File: config.mk
export PLATFORM = sky130hd
export DESIGN_NAME = setpoint_relay_control
export DESIGN_NICKNAME = d
export VERILOG_FILES = /design/src/rtl/setpoint_relay_control.v
export VERILOG_INCLUDE_DIRS = /design/src /design/src/rtl
export SDC_FILE = /design/constraint.sdc
export NUM_CORES = 1
export LEC_CHECK = 0
export BUFFER_PORTS_ARGS = -buffer_cell sky130_fd_sc_hd__buf_2
export CAP_MARGIN = 20
export CORE_ASPECT_RATIO = 1.4
export CORE_MARGIN = 3
export CORE_UTILIZATION = 56
export DETAILED_ROUTE_END_ITERATION = 12
export GPL_TIMING_DRIVEN = 0
export PLACE_DENSITY_LB_ADDON = 0.1
export SYNTH_ARGS = -nofsm -noshare
export SYNTH_HDL_FRONTEND = slang
export SYNTH_SLANG_ARGS = --single-unit
File: constraint.sdc
create_clock -name mclk -period 18 [get_ports mclk]
set_input_delay 2.7 -clock mclk [delete_from_list [all_inputs] [get_ports mclk]]
set_output_delay 2.7 -clock mclk [all_outputs]
set_load 0.005 [all_outputs]
File: src/rtl/setpoint_relay_regs.vh
// constants for the two-channel setpoint relay controller
`ifndef SETPOINT_RELAY_REGS_VH
`define SETPOINT_RELAY_REGS_VH

// ----------------------------------------------------------------
// apb register map
// ----------------------------------------------------------------
`define ADDR_W          12
`define ADDR_STATUS     12'h000
`define ADDR_SP_ONE     12'h004
`define ADDR_SP_TWO     12'h008
`define ADDR_PRESSURE   12'h00C

// ----------------------------------------------------------------
// setpoint word layout: mantissa 10..99, exponent code = exponent + 12
// ----------------------------------------------------------------
`define MAN_W           7
`define EXP_W           5
`define KEY_W           12
`define FLD_MAN         6:0
`define FLD_EXP         12:8
`define MAN_MIN         7'h0A
`define MAN_MAX         7'h63
`define MAN_TOP         7'h5A
`define MAN_TEN         7'h0A
`define MAN_HALF        7'h05
`define MAN_ONE         7'h01
`define EXP_MIN         5'h00
`define EXP_MAX         5'h11
`define EXP_ONE         5'h01
`define SP_RST_MAN      7'h0A
`define SP_RST_EXP      5'h06
`define KEY_ZERO        12'h000

// ----------------------------------------------------------------
// status word bits
// ----------------------------------------------------------------
`define ST_RELAY        1:0
`define ST_SHOWING      4
`define ST_PRESS_SEEN   5
`define ST_DEGAS        6
`define ST_GAUGE_ON     7
`define ST_ADJUSTED     8

// ----------------------------------------------------------------
// switch encodings
// ----------------------------------------------------------------
`define OVR_FORCE_ON    2'b01
`define OVR_FORCE_OFF   2'b10
`define DIS_BOTH_ON     2'b11

// ----------------------------------------------------------------
// timing at 100 MHz
// ----------------------------------------------------------------
`define CYC_PER_MS      100000
`define SHOW_MS         2000
`define SLOW_STEP_MS    400
`define FAST_STEP_MS    50
`define CNT_W           28
`define CNT_ONE         28'h0000001
`define CNT_ZERO        28'h0000000

`endif

File: src/rtl/setpoint_relay_control.v
// two-channel setpoint comparator driving process relays, with apb access
`timescale 1ns/1ps
`default_nettype none
`include "setpoint_relay_regs.vh"

// Functional notes
// setpoints hold two mantissa digits and exponent, 1e-12 up to 9e5.
// per-channel polarity switch; off activates below setpoint, on activates above.
// below polarity: on at setpoint minus one digit, off at setpoint+10%+one digit.
// hysteresis is one digit; second digit five or more rounds up, else truncates.
// gauge off forces both process relays inactive.
// during degas relays hold; comparison uses pressure frozen at degas start.
// disable pair both on holds relay off; both off lets comparison drive it.
// override right forces on, left forces off, centre automatic; beats comparison.
// brief press of either button shows selected setpoint for two seconds.
// channel selector chooses which setpoint is shown or adjusted.
// held button steps setpoint; slow until decade crossed, then fast.
// two seconds after release, display returns and an adjusted setpoint goes to storage.
// setpoints compare directly to display value, no unit conversion.
// while setpoint is displayed, pressure updates are ignored; last value kept.
// status leds show actual relay state, including overrides.
// working copies of both setpoints kept internally for comparison.
// priority: disable, then gauge-off and degas hold, then override, then compare.
// scrolling clamps at range ends; slow and fast step periods are parameters.
module setpoint_relay_control #(
    parameter [`CNT_W-1:0] SHOW_CYCLES = `SHOW_MS * `CYC_PER_MS,
    parameter [`CNT_W-1:0] SLOW_CYCLES = `SLOW_STEP_MS * `CYC_PER_MS,
    parameter [`CNT_W-1:0] FAST_CYCLES = `FAST_STEP_MS * `CYC_PER_MS
) (
    // clock and reset
    input  wire                 mclk,
    input  wire                 nrst,
    // apb slave
    input  wire                 psel,
    input  wire                 penable,
    input  wire                 pwrite,
    input  wire [`ADDR_W-1:0]   paddr,
    input  wire [31:0]          pwdata,
    output reg  [31:0]          prdata,
    output wire                 pready,
    output wire                 pslverr,
    // display bus pressure
    input  wire                 pressValid,
    input  wire [3:0]           pressDigitHi,
    input  wire [3:0]           pressDigitLo,
    input  wire [`EXP_W-1:0]    pressExpCode,
    // gauge state
    input  wire                 ionGaugeOn,
    input  wire                 degasActive,
    // switches and buttons
    input  wire [1:0]           polarityAbove,
    input  wire [1:0]           relayOneDisablePair,
    input  wire [1:0]           relayTwoDisablePair,
    input  wire [1:0]           overrideOne,
    input  wire [1:0]           overrideTwo,
    input  wire                 chanSel,
    input  wire                 btnUp,
    input  wire                 btnDown,
    // non-volatile store
    input  wire                 nvLoadValid,
    input  wire                 nvLoadChan,
    input  wire [`MAN_W-1:0]    nvLoadMan,
    input  wire [`EXP_W-1:0]    nvLoadExp,
    output reg                  nvWrite,
    output reg                  nvWriteChan,
    output reg  [`MAN_W-1:0]    nvWriteMan,
    output reg  [`EXP_W-1:0]    nvWriteExp,
    // display of setpoint
    output wire                 dispSetpoint,
    output reg  [3:0]           dispDigitHi,
    output reg  [3:0]           dispDigitLo,
    output reg  [`EXP_W-1:0]    dispExpCode,
    // relays and leds
    output wire                 processRelayOne,
    output wire                 processRelayTwo,
    output wire                 ledRelayOne,
    output wire                 ledRelayTwo
);

    // ----------------------------------------------------------------
    // declarations
    // ----------------------------------------------------------------
    localparam [1:0] ST_IDLE   = 2'b00;
    localparam [1:0] ST_HELD   = 2'b01;
    localparam [1:0] ST_LINGER = 2'b10;

    reg  [1:0]           state_reg;
    reg  [1:0]           state_next;
    reg  [`CNT_W-1:0]    timer_reg;
    reg  [`CNT_W-1:0]    timer_next;
    reg                  fast_reg;
    reg                  fast_next;
    reg                  adjusted_reg;
    reg                  adjusted_next;
    reg                  editChan_reg;
    reg                  editChan_next;
    reg                  stepNow;
    reg  [`MAN_W-1:0]    spMan_reg [0:1];
    reg  [`EXP_W-1:0]    spExp_reg [0:1];
    reg  [`KEY_W-1:0]    pressKey_reg;
    reg                  pressSeen_reg;
    reg  [1:0]           relay_reg;
    reg  [`MAN_W-1:0]    stepMan;
    reg  [`EXP_W-1:0]    stepExp;
    wire [`MAN_W-1:0]    editMan;
    wire [`EXP_W-1:0]    editExp;
    wire [`MAN_W-1:0]    editHi = editMan / `MAN_TEN;
    wire [`MAN_W-1:0]    editLo = editMan % `MAN_TEN;
    wire [`MAN_W-1:0]    pressMan;
    wire                 showing;
    wire                 anyBtn;
    wire                 apbWrite;
    wire                 apbSetup;
    wire                 mapped;
    wire [1:0]           disabledPair;
    wire [3:0]           overridePos;

    assign showing      = (state_reg != ST_IDLE);
    assign anyBtn       = btnUp | btnDown;
    assign editMan      = spMan_reg[editChan_reg];
    assign editExp      = spExp_reg[editChan_reg];
    assign pressMan     = {pressDigitHi, 3'b000} + {2'b00, pressDigitHi, 1'b0} + {3'b000, pressDigitLo};
    // both switches on disables
    assign disabledPair = {relayTwoDisablePair == `DIS_BOTH_ON, relayOneDisablePair == `DIS_BOTH_ON};
    assign overridePos  = {overrideTwo, overrideOne};

    // ----------------------------------------------------------------
    // apb slave, zero wait states
    // ----------------------------------------------------------------
    assign pready   = 1'b1;
    assign apbWrite = psel & penable & pwrite;
    assign apbSetup = psel & ~penable;
    assign mapped   = (paddr == `ADDR_STATUS) | (paddr == `ADDR_SP_ONE) |
                      (paddr == `ADDR_SP_TWO) | (paddr == `ADDR_PRESSURE);
    assign pslverr  = psel & penable & ~mapped;

    always @(posedge mclk or negedge nrst) begin
        if (!nrst) begin
            prdata <= 32'h00000000;
        end else if (apbSetup) begin
            prdata <= 32'h00000000;
            case (paddr)
                `ADDR_STATUS: begin
                    prdata[`ST_RELAY]      <= relay_reg;
                    prdata[`ST_SHOWING]    <= showing;
                    prdata[`ST_PRESS_SEEN] <= pressSeen_reg;
                    prdata[`ST_DEGAS]      <= degasActive;
                    prdata[`ST_GAUGE_ON]   <= ionGaugeOn;
                    prdata[`ST_ADJUSTED]   <= adjusted_reg;
                end
                `ADDR_SP_ONE: begin
                    prdata[`FLD_MAN] <= spMan_reg[0];
                    prdata[`FLD_EXP] <= spExp_reg[0];
                end
                `ADDR_SP_TWO: begin
                    prdata[`FLD_MAN] <= spMan_reg[1];
                    prdata[`FLD_EXP] <= spExp_reg[1];
                end
                `ADDR_PRESSURE: begin
                    prdata[`FLD_MAN] <= pressKey_reg[`MAN_W-1:0];
                    prdata[`FLD_EXP] <= pressKey_reg[`KEY_W-1:`KEY_W-`EXP_W];
                end
                default: begin
                    prdata <= 32'h00000000;
                end
            endcase
        end
    end

    // ----------------------------------------------------------------
    // pressure capture
    // ----------------------------------------------------------------
    always @(posedge mclk or negedge nrst) begin
        if (!nrst) begin
            pressKey_reg  <= `KEY_ZERO;
            pressSeen_reg <= 1'b0;
        // no capture while setpoint shown
        end else if (pressValid && !showing && !degasActive) begin
            // raw display value
            pressKey_reg  <= {pressExpCode, pressMan};
            pressSeen_reg <= 1'b1;
        end
    end

    // ----------------------------------------------------------------
    // scroll step with clamping
    // ----------------------------------------------------------------
    always @* begin
        stepMan = editMan;
        stepExp = editExp;
        if (btnUp && !btnDown) begin
            // clamp at top of range
            if (editExp == `EXP_MAX && editMan >= `MAN_TOP) begin
                stepMan = `MAN_TOP;
            end else if (editMan == `MAN_MAX) begin
                stepMan = `MAN_MIN;
                stepExp = editExp + `EXP_ONE;
            end else begin
                stepMan = editMan + `MAN_ONE;
            end
        end else if (btnDown && !btnUp) begin
            // clamp at bottom of range
            if (editExp == `EXP_MIN && editMan == `MAN_MIN) begin
                stepMan = `MAN_MIN;
            end else if (editMan == `MAN_MIN) begin
                stepMan = `MAN_MAX;
                stepExp = editExp - `EXP_ONE;
            end else begin
                stepMan = editMan - `MAN_ONE;
            end
        end
    end

    // ----------------------------------------------------------------
    // button and display sequencer
    // ----------------------------------------------------------------
    always @* begin
        state_next    = state_reg;
        timer_next    = timer_reg;
        fast_next     = fast_reg;
        adjusted_next = adjusted_reg;
        editChan_next = editChan_reg;
        stepNow       = 1'b0;
        case (state_reg)
            ST_IDLE: begin
                // channel from selector
                editChan_next = chanSel;
                if (anyBtn) begin
                    // any press shows setpoint
                    state_next    = ST_HELD;
                    timer_next    = `CNT_ZERO;
                    fast_next     = 1'b0;
                    adjusted_next = 1'b0;
                end
            end
            ST_HELD: begin
                if (!anyBtn) begin
                    state_next = ST_LINGER;
                    timer_next = SHOW_CYCLES;
                // slow then fast stepping
                end else if (timer_reg >= (fast_reg ? FAST_CYCLES : SLOW_CYCLES) - `CNT_ONE) begin
                    timer_next    = `CNT_ZERO;
                    stepNow       = 1'b1;
                    adjusted_next = adjusted_reg | (btnUp ^ btnDown);
                    if (stepExp != editExp) begin
                        fast_next = 1'b1;
                    end
                end else begin
                    timer_next = timer_reg + `CNT_ONE;
                end
            end
            ST_LINGER: begin
                if (anyBtn) begin
                    state_next = ST_HELD;
                    timer_next = `CNT_ZERO;
                    fast_next  = 1'b0;
                // two seconds after release
                end else if (timer_reg <= `CNT_ONE) begin
                    state_next = ST_IDLE;
                    timer_next = `CNT_ZERO;
                end else begin
                    timer_next = timer_reg - `CNT_ONE;
                end
            end
            default: begin
                state_next = ST_IDLE;
                timer_next = `CNT_ZERO;
            end
        endcase
    end

    always @(posedge mclk or negedge nrst) begin
        if (!nrst) begin
            state_reg    <= ST_IDLE;
            timer_reg    <= `CNT_ZERO;
            fast_reg     <= 1'b0;
            adjusted_reg <= 1'b0;
            editChan_reg <= 1'b0;
            nvWrite      <= 1'b0;
            nvWriteChan  <= 1'b0;
            nvWriteMan   <= `SP_RST_MAN;
            nvWriteExp   <= `SP_RST_EXP;
            dispDigitHi  <= 4'h0;
            dispDigitLo  <= 4'h0;
            dispExpCode  <= `EXP_MIN;
        end else begin
            state_reg    <= state_next;
            timer_reg    <= timer_next;
            fast_reg     <= fast_next;
            adjusted_reg <= adjusted_next;
            editChan_reg <= editChan_next;
            // commit edited setpoint to storage
            nvWrite      <= (state_reg == ST_LINGER) && (state_next == ST_IDLE) && adjusted_reg;
            nvWriteChan  <= editChan_reg;
            nvWriteMan   <= editMan;
            nvWriteExp   <= editExp;
            dispDigitHi  <= editHi[3:0];
            dispDigitLo  <= editLo[3:0];
            dispExpCode  <= editExp;
        end
    end

    assign dispSetpoint = showing;

    // ----------------------------------------------------------------
    // per-channel setpoint store and relay decision
    // ----------------------------------------------------------------
    genvar ch;
    generate
        for (ch = 0; ch < 2; ch = ch + 1) begin : chan
            wire [`MAN_W-1:0] spMan;
            wire [`EXP_W-1:0] spExp;
            wire [`MAN_W-1:0] hyst;
            wire [`MAN_W:0]   highSum;
            wire [`MAN_W-1:0] highCarry;
            wire [`KEY_W-1:0] lowKey;
            wire [`KEY_W-1:0] highKey;
            wire              atLow;
            wire              atHigh;
            wire              spAddr;
            reg               relay_next;

            assign spMan  = spMan_reg[ch];
            assign spExp  = spExp_reg[ch];
            assign spAddr = (paddr == (ch == 0 ? `ADDR_SP_ONE : `ADDR_SP_TWO));
            // one-digit hysteresis, rounded
            assign hyst = spMan / `MAN_TEN + ((spMan % `MAN_TEN) >= `MAN_HALF ? `MAN_ONE : 7'h00);
            // release at setpoint plus hysteresis plus one digit
            assign highSum   = {1'b0, spMan} + {1'b0, hyst} + {1'b0, `MAN_ONE};
            assign highCarry = highSum[`MAN_W-1:0] / `MAN_TEN + (highSum[`MAN_W] ? 7'h0C : 7'h00);
            assign highKey   = (highSum > {1'b0, `MAN_MAX}) ? {spExp + `EXP_ONE, highCarry}
                                                            : {spExp, highSum[`MAN_W-1:0]};
            // activate one digit below setpoint
            assign lowKey = (spMan != `MAN_MIN) ? {spExp, spMan - `MAN_ONE} :
                            (spExp == `EXP_MIN) ? `KEY_ZERO : {spExp - `EXP_ONE, `MAN_MAX};
            assign atLow  = pressSeen_reg && (pressKey_reg <= lowKey);
            assign atHigh = pressSeen_reg && (pressKey_reg >= highKey);

            // working copies of setpoints
            always @(posedge mclk or negedge nrst) begin
                if (!nrst) begin
                    spMan_reg[ch] <= `SP_RST_MAN;
                    spExp_reg[ch] <= `SP_RST_EXP;
                end else if (apbWrite && spAddr) begin
                    spMan_reg[ch] <= pwdata[`FLD_MAN];
                    spExp_reg[ch] <= pwdata[`FLD_EXP];
                end else if (nvLoadValid && nvLoadChan == ch) begin
                    spMan_reg[ch] <= nvLoadMan;
                    spExp_reg[ch] <= nvLoadExp;
                // step the edited channel
                end else if (stepNow && editChan_reg == ch) begin
                    spMan_reg[ch] <= stepMan;
                    spExp_reg[ch] <= stepExp;
                end
            end

            always @* begin
                relay_next = relay_reg[ch];
                // fixed priority chain
                if (disabledPair[ch]) begin
                    relay_next = 1'b0;
                // gauge off releases relay
                end else if (!ionGaugeOn) begin
                    relay_next = 1'b0;
                // hold during degas
                end else if (degasActive) begin
                    relay_next = relay_reg[ch];
                // manual override
                end else if (overridePos[2*ch+1 -: 2] == `OVR_FORCE_ON) begin
                    relay_next = 1'b1;
                end else if (overridePos[2*ch+1 -: 2] == `OVR_FORCE_OFF) begin
                    relay_next = 1'b0;
                // polarity selects sense
                end else if (polarityAbove[ch]) begin
                    if (atHigh) begin
                        relay_next = 1'b1;
                    end else if (atLow) begin
                        relay_next = 1'b0;
                    end
                end else begin
                    if (atLow) begin
                        relay_next = 1'b1;
                    end else if (atHigh) begin
                        relay_next = 1'b0;
                    end
                end
            end

            always @(posedge mclk or negedge nrst) begin
                if (!nrst) begin
                    relay_reg[ch] <= 1'b0;
                end else begin
                    relay_reg[ch] <= relay_next;
                end
            end
        end
    endgenerate

    // ----------------------------------------------------------------
    // relay and led outputs
    // ----------------------------------------------------------------
    assign processRelayOne = relay_reg[0];
    assign processRelayTwo = relay_reg[1];
    // leds follow actual relay state
    assign ledRelayOne     = relay_reg[0];
    assign ledRelayTwo     = relay_reg[1];

endmodule
`default_nettype wire

==> impl_metrics.toml, run 1 <==
[worst_setup_path]
crit_type = "reg -> reg"
r2r_setup_slack_ns = 9.11
critPathRequiredTime_ns = 18.27
crit_path_frequent_cell = "ha_1"
start_kind = "register"
critPathSlowestCell = "dfrtp_1"
path_max_fanout = 10
critPathMaxStageDelay_ns = 0.45
crit_path_end_kind = "register"
cp.arrival_ns = 9.16

[floorplan]
row_count = 63
die-area_um2 = 24000
core_area_um2 = 21400
num_io_pins = 158
die_x_um = 132
initial_core_util = 0.579
fp.dieH_um = 182

[grt]
overflow = 0
grt_usage = 0.313
grt_max_degree = 81
antenna_found_initial = 1
first_global_vias = 11975
grt_pass1_wl_um = 61300

[synthesis]
yosysMostFrequentCell = "nand2_1"
yosys_warnings = 0
synthTopCellsByCount = "nand2_1 (158), ha_1 (124), o21ai_0 (123), nor2_1 (119), a21oi_1 (101)"
ys_seq_area_frac = 0.219
synth_area_leaders = "dfrtp_1 (19%), ha_1 (13%), o21ai_0 (5.0%), nand2_1 (4.8%), a21oi_1 (4.1%)"
yosysTopAreaCell = "dfrtp_1"
synth-seq-cells = 108
syn_avg_cell_area_um2 = 7.98
syn_area_um2 = 12400
synthArstFlopShare = 1.00
synthCells = 1554
ys.flop_type = "dfrtp_1"
yosysUniqueCellTypes = 98
synth_top_area_share = 0.194
synth_edf_count = 0

[clocking]
cts_tree = "done"
cts_resized = 0
ctsRootBufferMaster = "clkbuf_16"
cts_max_level = 3
clock_path_buffers = 2
cts.sink_count = 108
clk_pin_slew_ns = 0.08
cts_buffers = 9
ctsHoldBuffers = 0
postCtsSetupBuffers = 0
worstSkewPairLatency_ns = 0.37

[place]
dp_hpwl_um = 29800
place_congestion = 1.03
dp.cells = 1980
buffer_ports.inserted = 115

[routing]
viasPerCell = 6.32
routedWlPerCell_um = 19.3
drc = 0
vias = 12613
antenna_left = 0
drt_iter0_drc = 761
dr.pass1.iters = 6
drt_wl_total_um = 38500

[sta]
min_period_ns = 8.89
hold_violations = 0
rsz0062_at_grt = "false"
final.setup_skew_ns = 0.0163
relSlewSlack = 0.321
finalSetupViolCount = 0
fin_tns_setup_ns = 0
fmax_mhz = 113
period_share = 0.494
finalMaxSlewViolations = 0
worstMarginPinSlew_ns = 1.00

[finish]
finalNetCount = 1921
area_growth_pct = 11.1
largest_reg_flops = 28
instances_no_fill = 1997
drive_above_1_share = 0.164

[worst_hold_path]
hold_class = "reg -> reg"

[flow_run]
drv_cap = 0

[run_status]
outcome = "finished, final reports clean"
-- worst max-delay path: cells and delay by family (launching register included) --
family / cells / cell delay [ns]
DFF: 1 / 0.45
AOI/OAI and AO/OA: 15 / 3.55
adders and majority gates: 5 / 1.41
and+or+nand+nor: 10 / 1.64
buffers and inverters: 4 / 1.32
muxes: 1 / 0.39
-- through the flow --
step                      hold WS (ns)  instance area [um2]  utilization  setup slack, ns
after floorplan                  0.349                12500            -            10.61
after global placement           0.401                13400        0.626             9.37
after detailed placement         0.386                13400        0.627             9.30
after CTS                        0.413                13800        0.643             9.20
after global routing             0.421                13800        0.643             8.52
final                            0.414                13800        0.643             9.11
-- cell usage in the layout, fill, tap and decap left out, types with 20 or more instances in the layout --
master | Yosys | layout
a211oi_1 | 20 | 20
a21o_1 | 33 | 33
a21oi_1 | 101 | 101
and3_1 | 20 | 20
buf_2 | 22 | 136
buf_4 | 29 | 29
clkbuf_1 | 55 | 55
conb_1 | 2 | 20
dfrtp_1 | 96 | 96
ha_1 | 124 | 124
inv_1 | 74 | 74
mux2_2 | 32 | 32
mux2i_1 | 35 | 35
nand2_1 | 158 | 158
nand3_1 | 42 | 42
nand4_1 | 26 | 26
nor2_1 | 119 | 119
nor3_1 | 50 | 50
o21ai_0 | 123 | 123
xnor2_1 | 36 | 36
xor2_1 | 24 | 24
-- kinds of logic after synthesis --
| family | Yosys count | share of synthesized area |
|---|---|---|
| buf+inv | 201 | 0.0755 |
| mux | 75 | 0.0712 |
| fa+ha+maj | 131 | 0.136 |
| compound gates | 457 | 0.246 |
| xor+xnor | 62 | 0.0450 |
| flops | 108 | 0.219 |
| simple gates | 518 | 0.207 |
| other cells | 2 | 0.000605 |
-- layer usage --
metal,vias up,part of all wire,GRT usage
met3,165,0.061,0.0386
met1,5927,0.39,0.360
met2,584,0.49,0.555
li1,5937,-,-
met5,-,0,0
met4,0,0.062,0.188
-- final timing paths --
path	start	endpoint	depth (start not counted)
worst max register to register	chan[1].spMan[6]	ledRelayTwo	35
min in group asynchronous	nrst	prdata[9]	1
max in group asynchronous	nrst	chan[1].spExp[1]	2
worst min-delay path	editChan_reg	nvWriteChan	0
worst min register to register	editChan_reg	nvWriteChan	0
worst max-delay path	chan[1].spMan[6]	ledRelayTwo	35
-- area by class of cell --
class / instances / area, um2
Multi-Input combinational cell: 1263 / 8820
Fill cell: 1959 / 7660
Sequential cell: 108 / 2720
Buffer: 120 / 633
Timing Repair Buffer: 116 / 609
Tap cell: 292 / 365
Inverter: 81 / 304
Clock buffer: 9 / 225
Clock inverter: 7 / 106
Antenna cell: 1 / 2.50
Power of run 1 is left out: the tool's default activity adds up to more than one toggle a clock period on the data nets, which glitch-free logic cannot reach.
==> run 2, diff against run 1 <==
CORE_UTILIZATION = 55   (was 56)
clock period = 7.36 ns   (was 18 ns; I/O delays follow)
==> impl_metrics.toml, run 2 (synthesis results as in run 1) <==
[finish]
final_area_um2 = 14600
fillers = 1895
final_common_cell = "nand2_1"
drive_above_1_share = 0.235
largest_reg_flops = 28
num_antenna_cells = 0
finalNetCount = 1969
mostFrequentLayoutCells = "nand2_1 (154), buf_2 (132), nor2_1 (117), ha_1 (117), o21ai_0 (116)"
fin_util = 0.665
area_growth_pct = 18.1

[floorplan]
row_count = 64
num_io_pins = 158
initial_core_util = 0.563
fp.dieH_um = 184
core_area_um2 = 22000
die_x_um = 133
die-area_um2 = 24400

[sta]
rsz0062_at_grt = "true"
fin_ws_ns = -0.103
hold_violations = 0
whs_ns = 0.427
finalMaxSlewViolations = 0
worstMarginPinSlew_ns = 1.03
relSlewSlack = 0.304
final.setup_skew_ns = 0.0106
period_share = 1.01
min_period_ns = 7.46
finalSetupViolCount = 1
fmax_mhz = 134

[routing]
drt_wl_total_um = 41100
drc = 0
vias = 12916
dr.pass1.iters = 7
viasPerCell = 6.30
antenna_left = 0
drt_iter0_drc = 947
routedWlPerCell_um = 20.1

[clocking]
clock_path_buffers = 2
cts.sink_count = 108
worstSkewPairLatency_ns = 0.37
cts_tree = "done"
cts_buffers = 9
clk_pin_slew_ns = 0.08
cts_max_level = 3
ctsRootBufferMaster = "clkbuf_16"
ctsHoldBuffers = 0

[worst_setup_path]
r2r-end = "ledRelayTwo"
r2r_start = "chan[1].spMan[6]"
cp.arrival_ns = 7.71
path_max_fanout = 8
crit_type = "reg -> reg"
cp_top_family = "compound AO/OA/AOI/OAI gates"
startpoint = "chan[1].spMan[6]"
critPathRequiredTime_ns = 7.61
crit_path_end_kind = "register"
setup.worst_path.end = "ledRelayTwo"
r2r_setup_slack_ns = -0.10
start_kind = "register"
critPathMaxStageDelay_ns = 0.42
critPathBufInv = 5
crit_cells = 38
critPathSlowestCell = "dfrtp_2"
ff2ff_path_depth = 38

[grt]
antenna_found_initial = 0
grt_pass1_wl_um = 64200
grt_max_degree = 81
first_global_vias = 12386
grt_usage = 0.326
overflow = 0

[place]
place_area_um2 = 13500
dp_hpwl_um = 30800
buffer_ports.inserted = 115
dp_slack_ns = -1.44
place_congestion = 0.985

[flow_run]
drv_cap = 0

[run_status]
violations = "negative setup slack"
outcome = "complete, but fails checks"

[worst_hold_path]
hold_class = "reg -> reg"
## run 2: cell types whose count changed in the layout (fill, tap and decap cells not counted), sizes merged
cell   delta
buf      +48
diode     -1
## run 2: worst min path at each step
| stage | start | to | depth (start not counted) |
|---|---|---|---|
| 3_3_place_gp | editChan_reg | nvWriteChan | 0 |
| 3_5_place_dp | editChan_reg | nvWriteChan | 0 |
| 4_1_cts | editChan_reg | nvWriteChan | 0 |
| 5_1_grt | editChan_reg | nvWriteChan | 0 |
| 2_1_floorplan | editChan_reg | nvWriteChan | 0 |
| 6_report | editChan_reg | nvWriteChan | 0 |
## run 2: layout make-up
class                      instances  area [um2]  share of cell area
buffer                           117         699              0.0478
clock buffer                       9         225              0.0154
clock inverter                     7         108             0.00735
inverter                          81         318              0.0217
multi-input combinational       1263        9210               0.629
sequential                       108        2720               0.186
tap                              297         372              0.0254
timing repair buffer             167         992              0.0677
## run 2: per-layer routing
layer	up-vias	track usage	share of wire
met5	-	0	0
met4	0	0.170	0.054
met3	137	0.0323	0.058
met2	554	0.589	0.51
met1	6171	0.381	0.38
li1	6054	-	-
## run 2: worst register-to-register path: cells and delay by family, from the launching register on
kind | cells | cell delay, ns
compound gates | 19 | 3.49
xor+xnor | 2 | 0.38
fa+ha+maj | 6 | 1.58
buf+inv | 5 | 0.63
flops | 1 | 0.42
simple gates | 6 | 0.87
## run 2: timing repair
| item | CTS | global route |
|---|---|---|
| cloned | 0 | 0 |
| setup buffers | 13 | 38 |
| setup endpoints to repair | 2 | 2 |
| resized for setup | 54 | 91 |
| pin swaps | 11 | 43 |
## run 2: stage by stage
| step | setup TNS (ns) | cells |
|---|---|---|
| 2_1_floorplan | 0 | 1572 |
| 3_3_place_gp | -1.45 | 1984 |
| 3_5_place_dp | -1.50 | 1985 |
| 4_1_cts | -0.119 | 2013 |
| 5_1_grt | -0.469 | 2049 |
| 6_report | -0.103 | 2049 |
Power of run 2 is left out for the same reason.
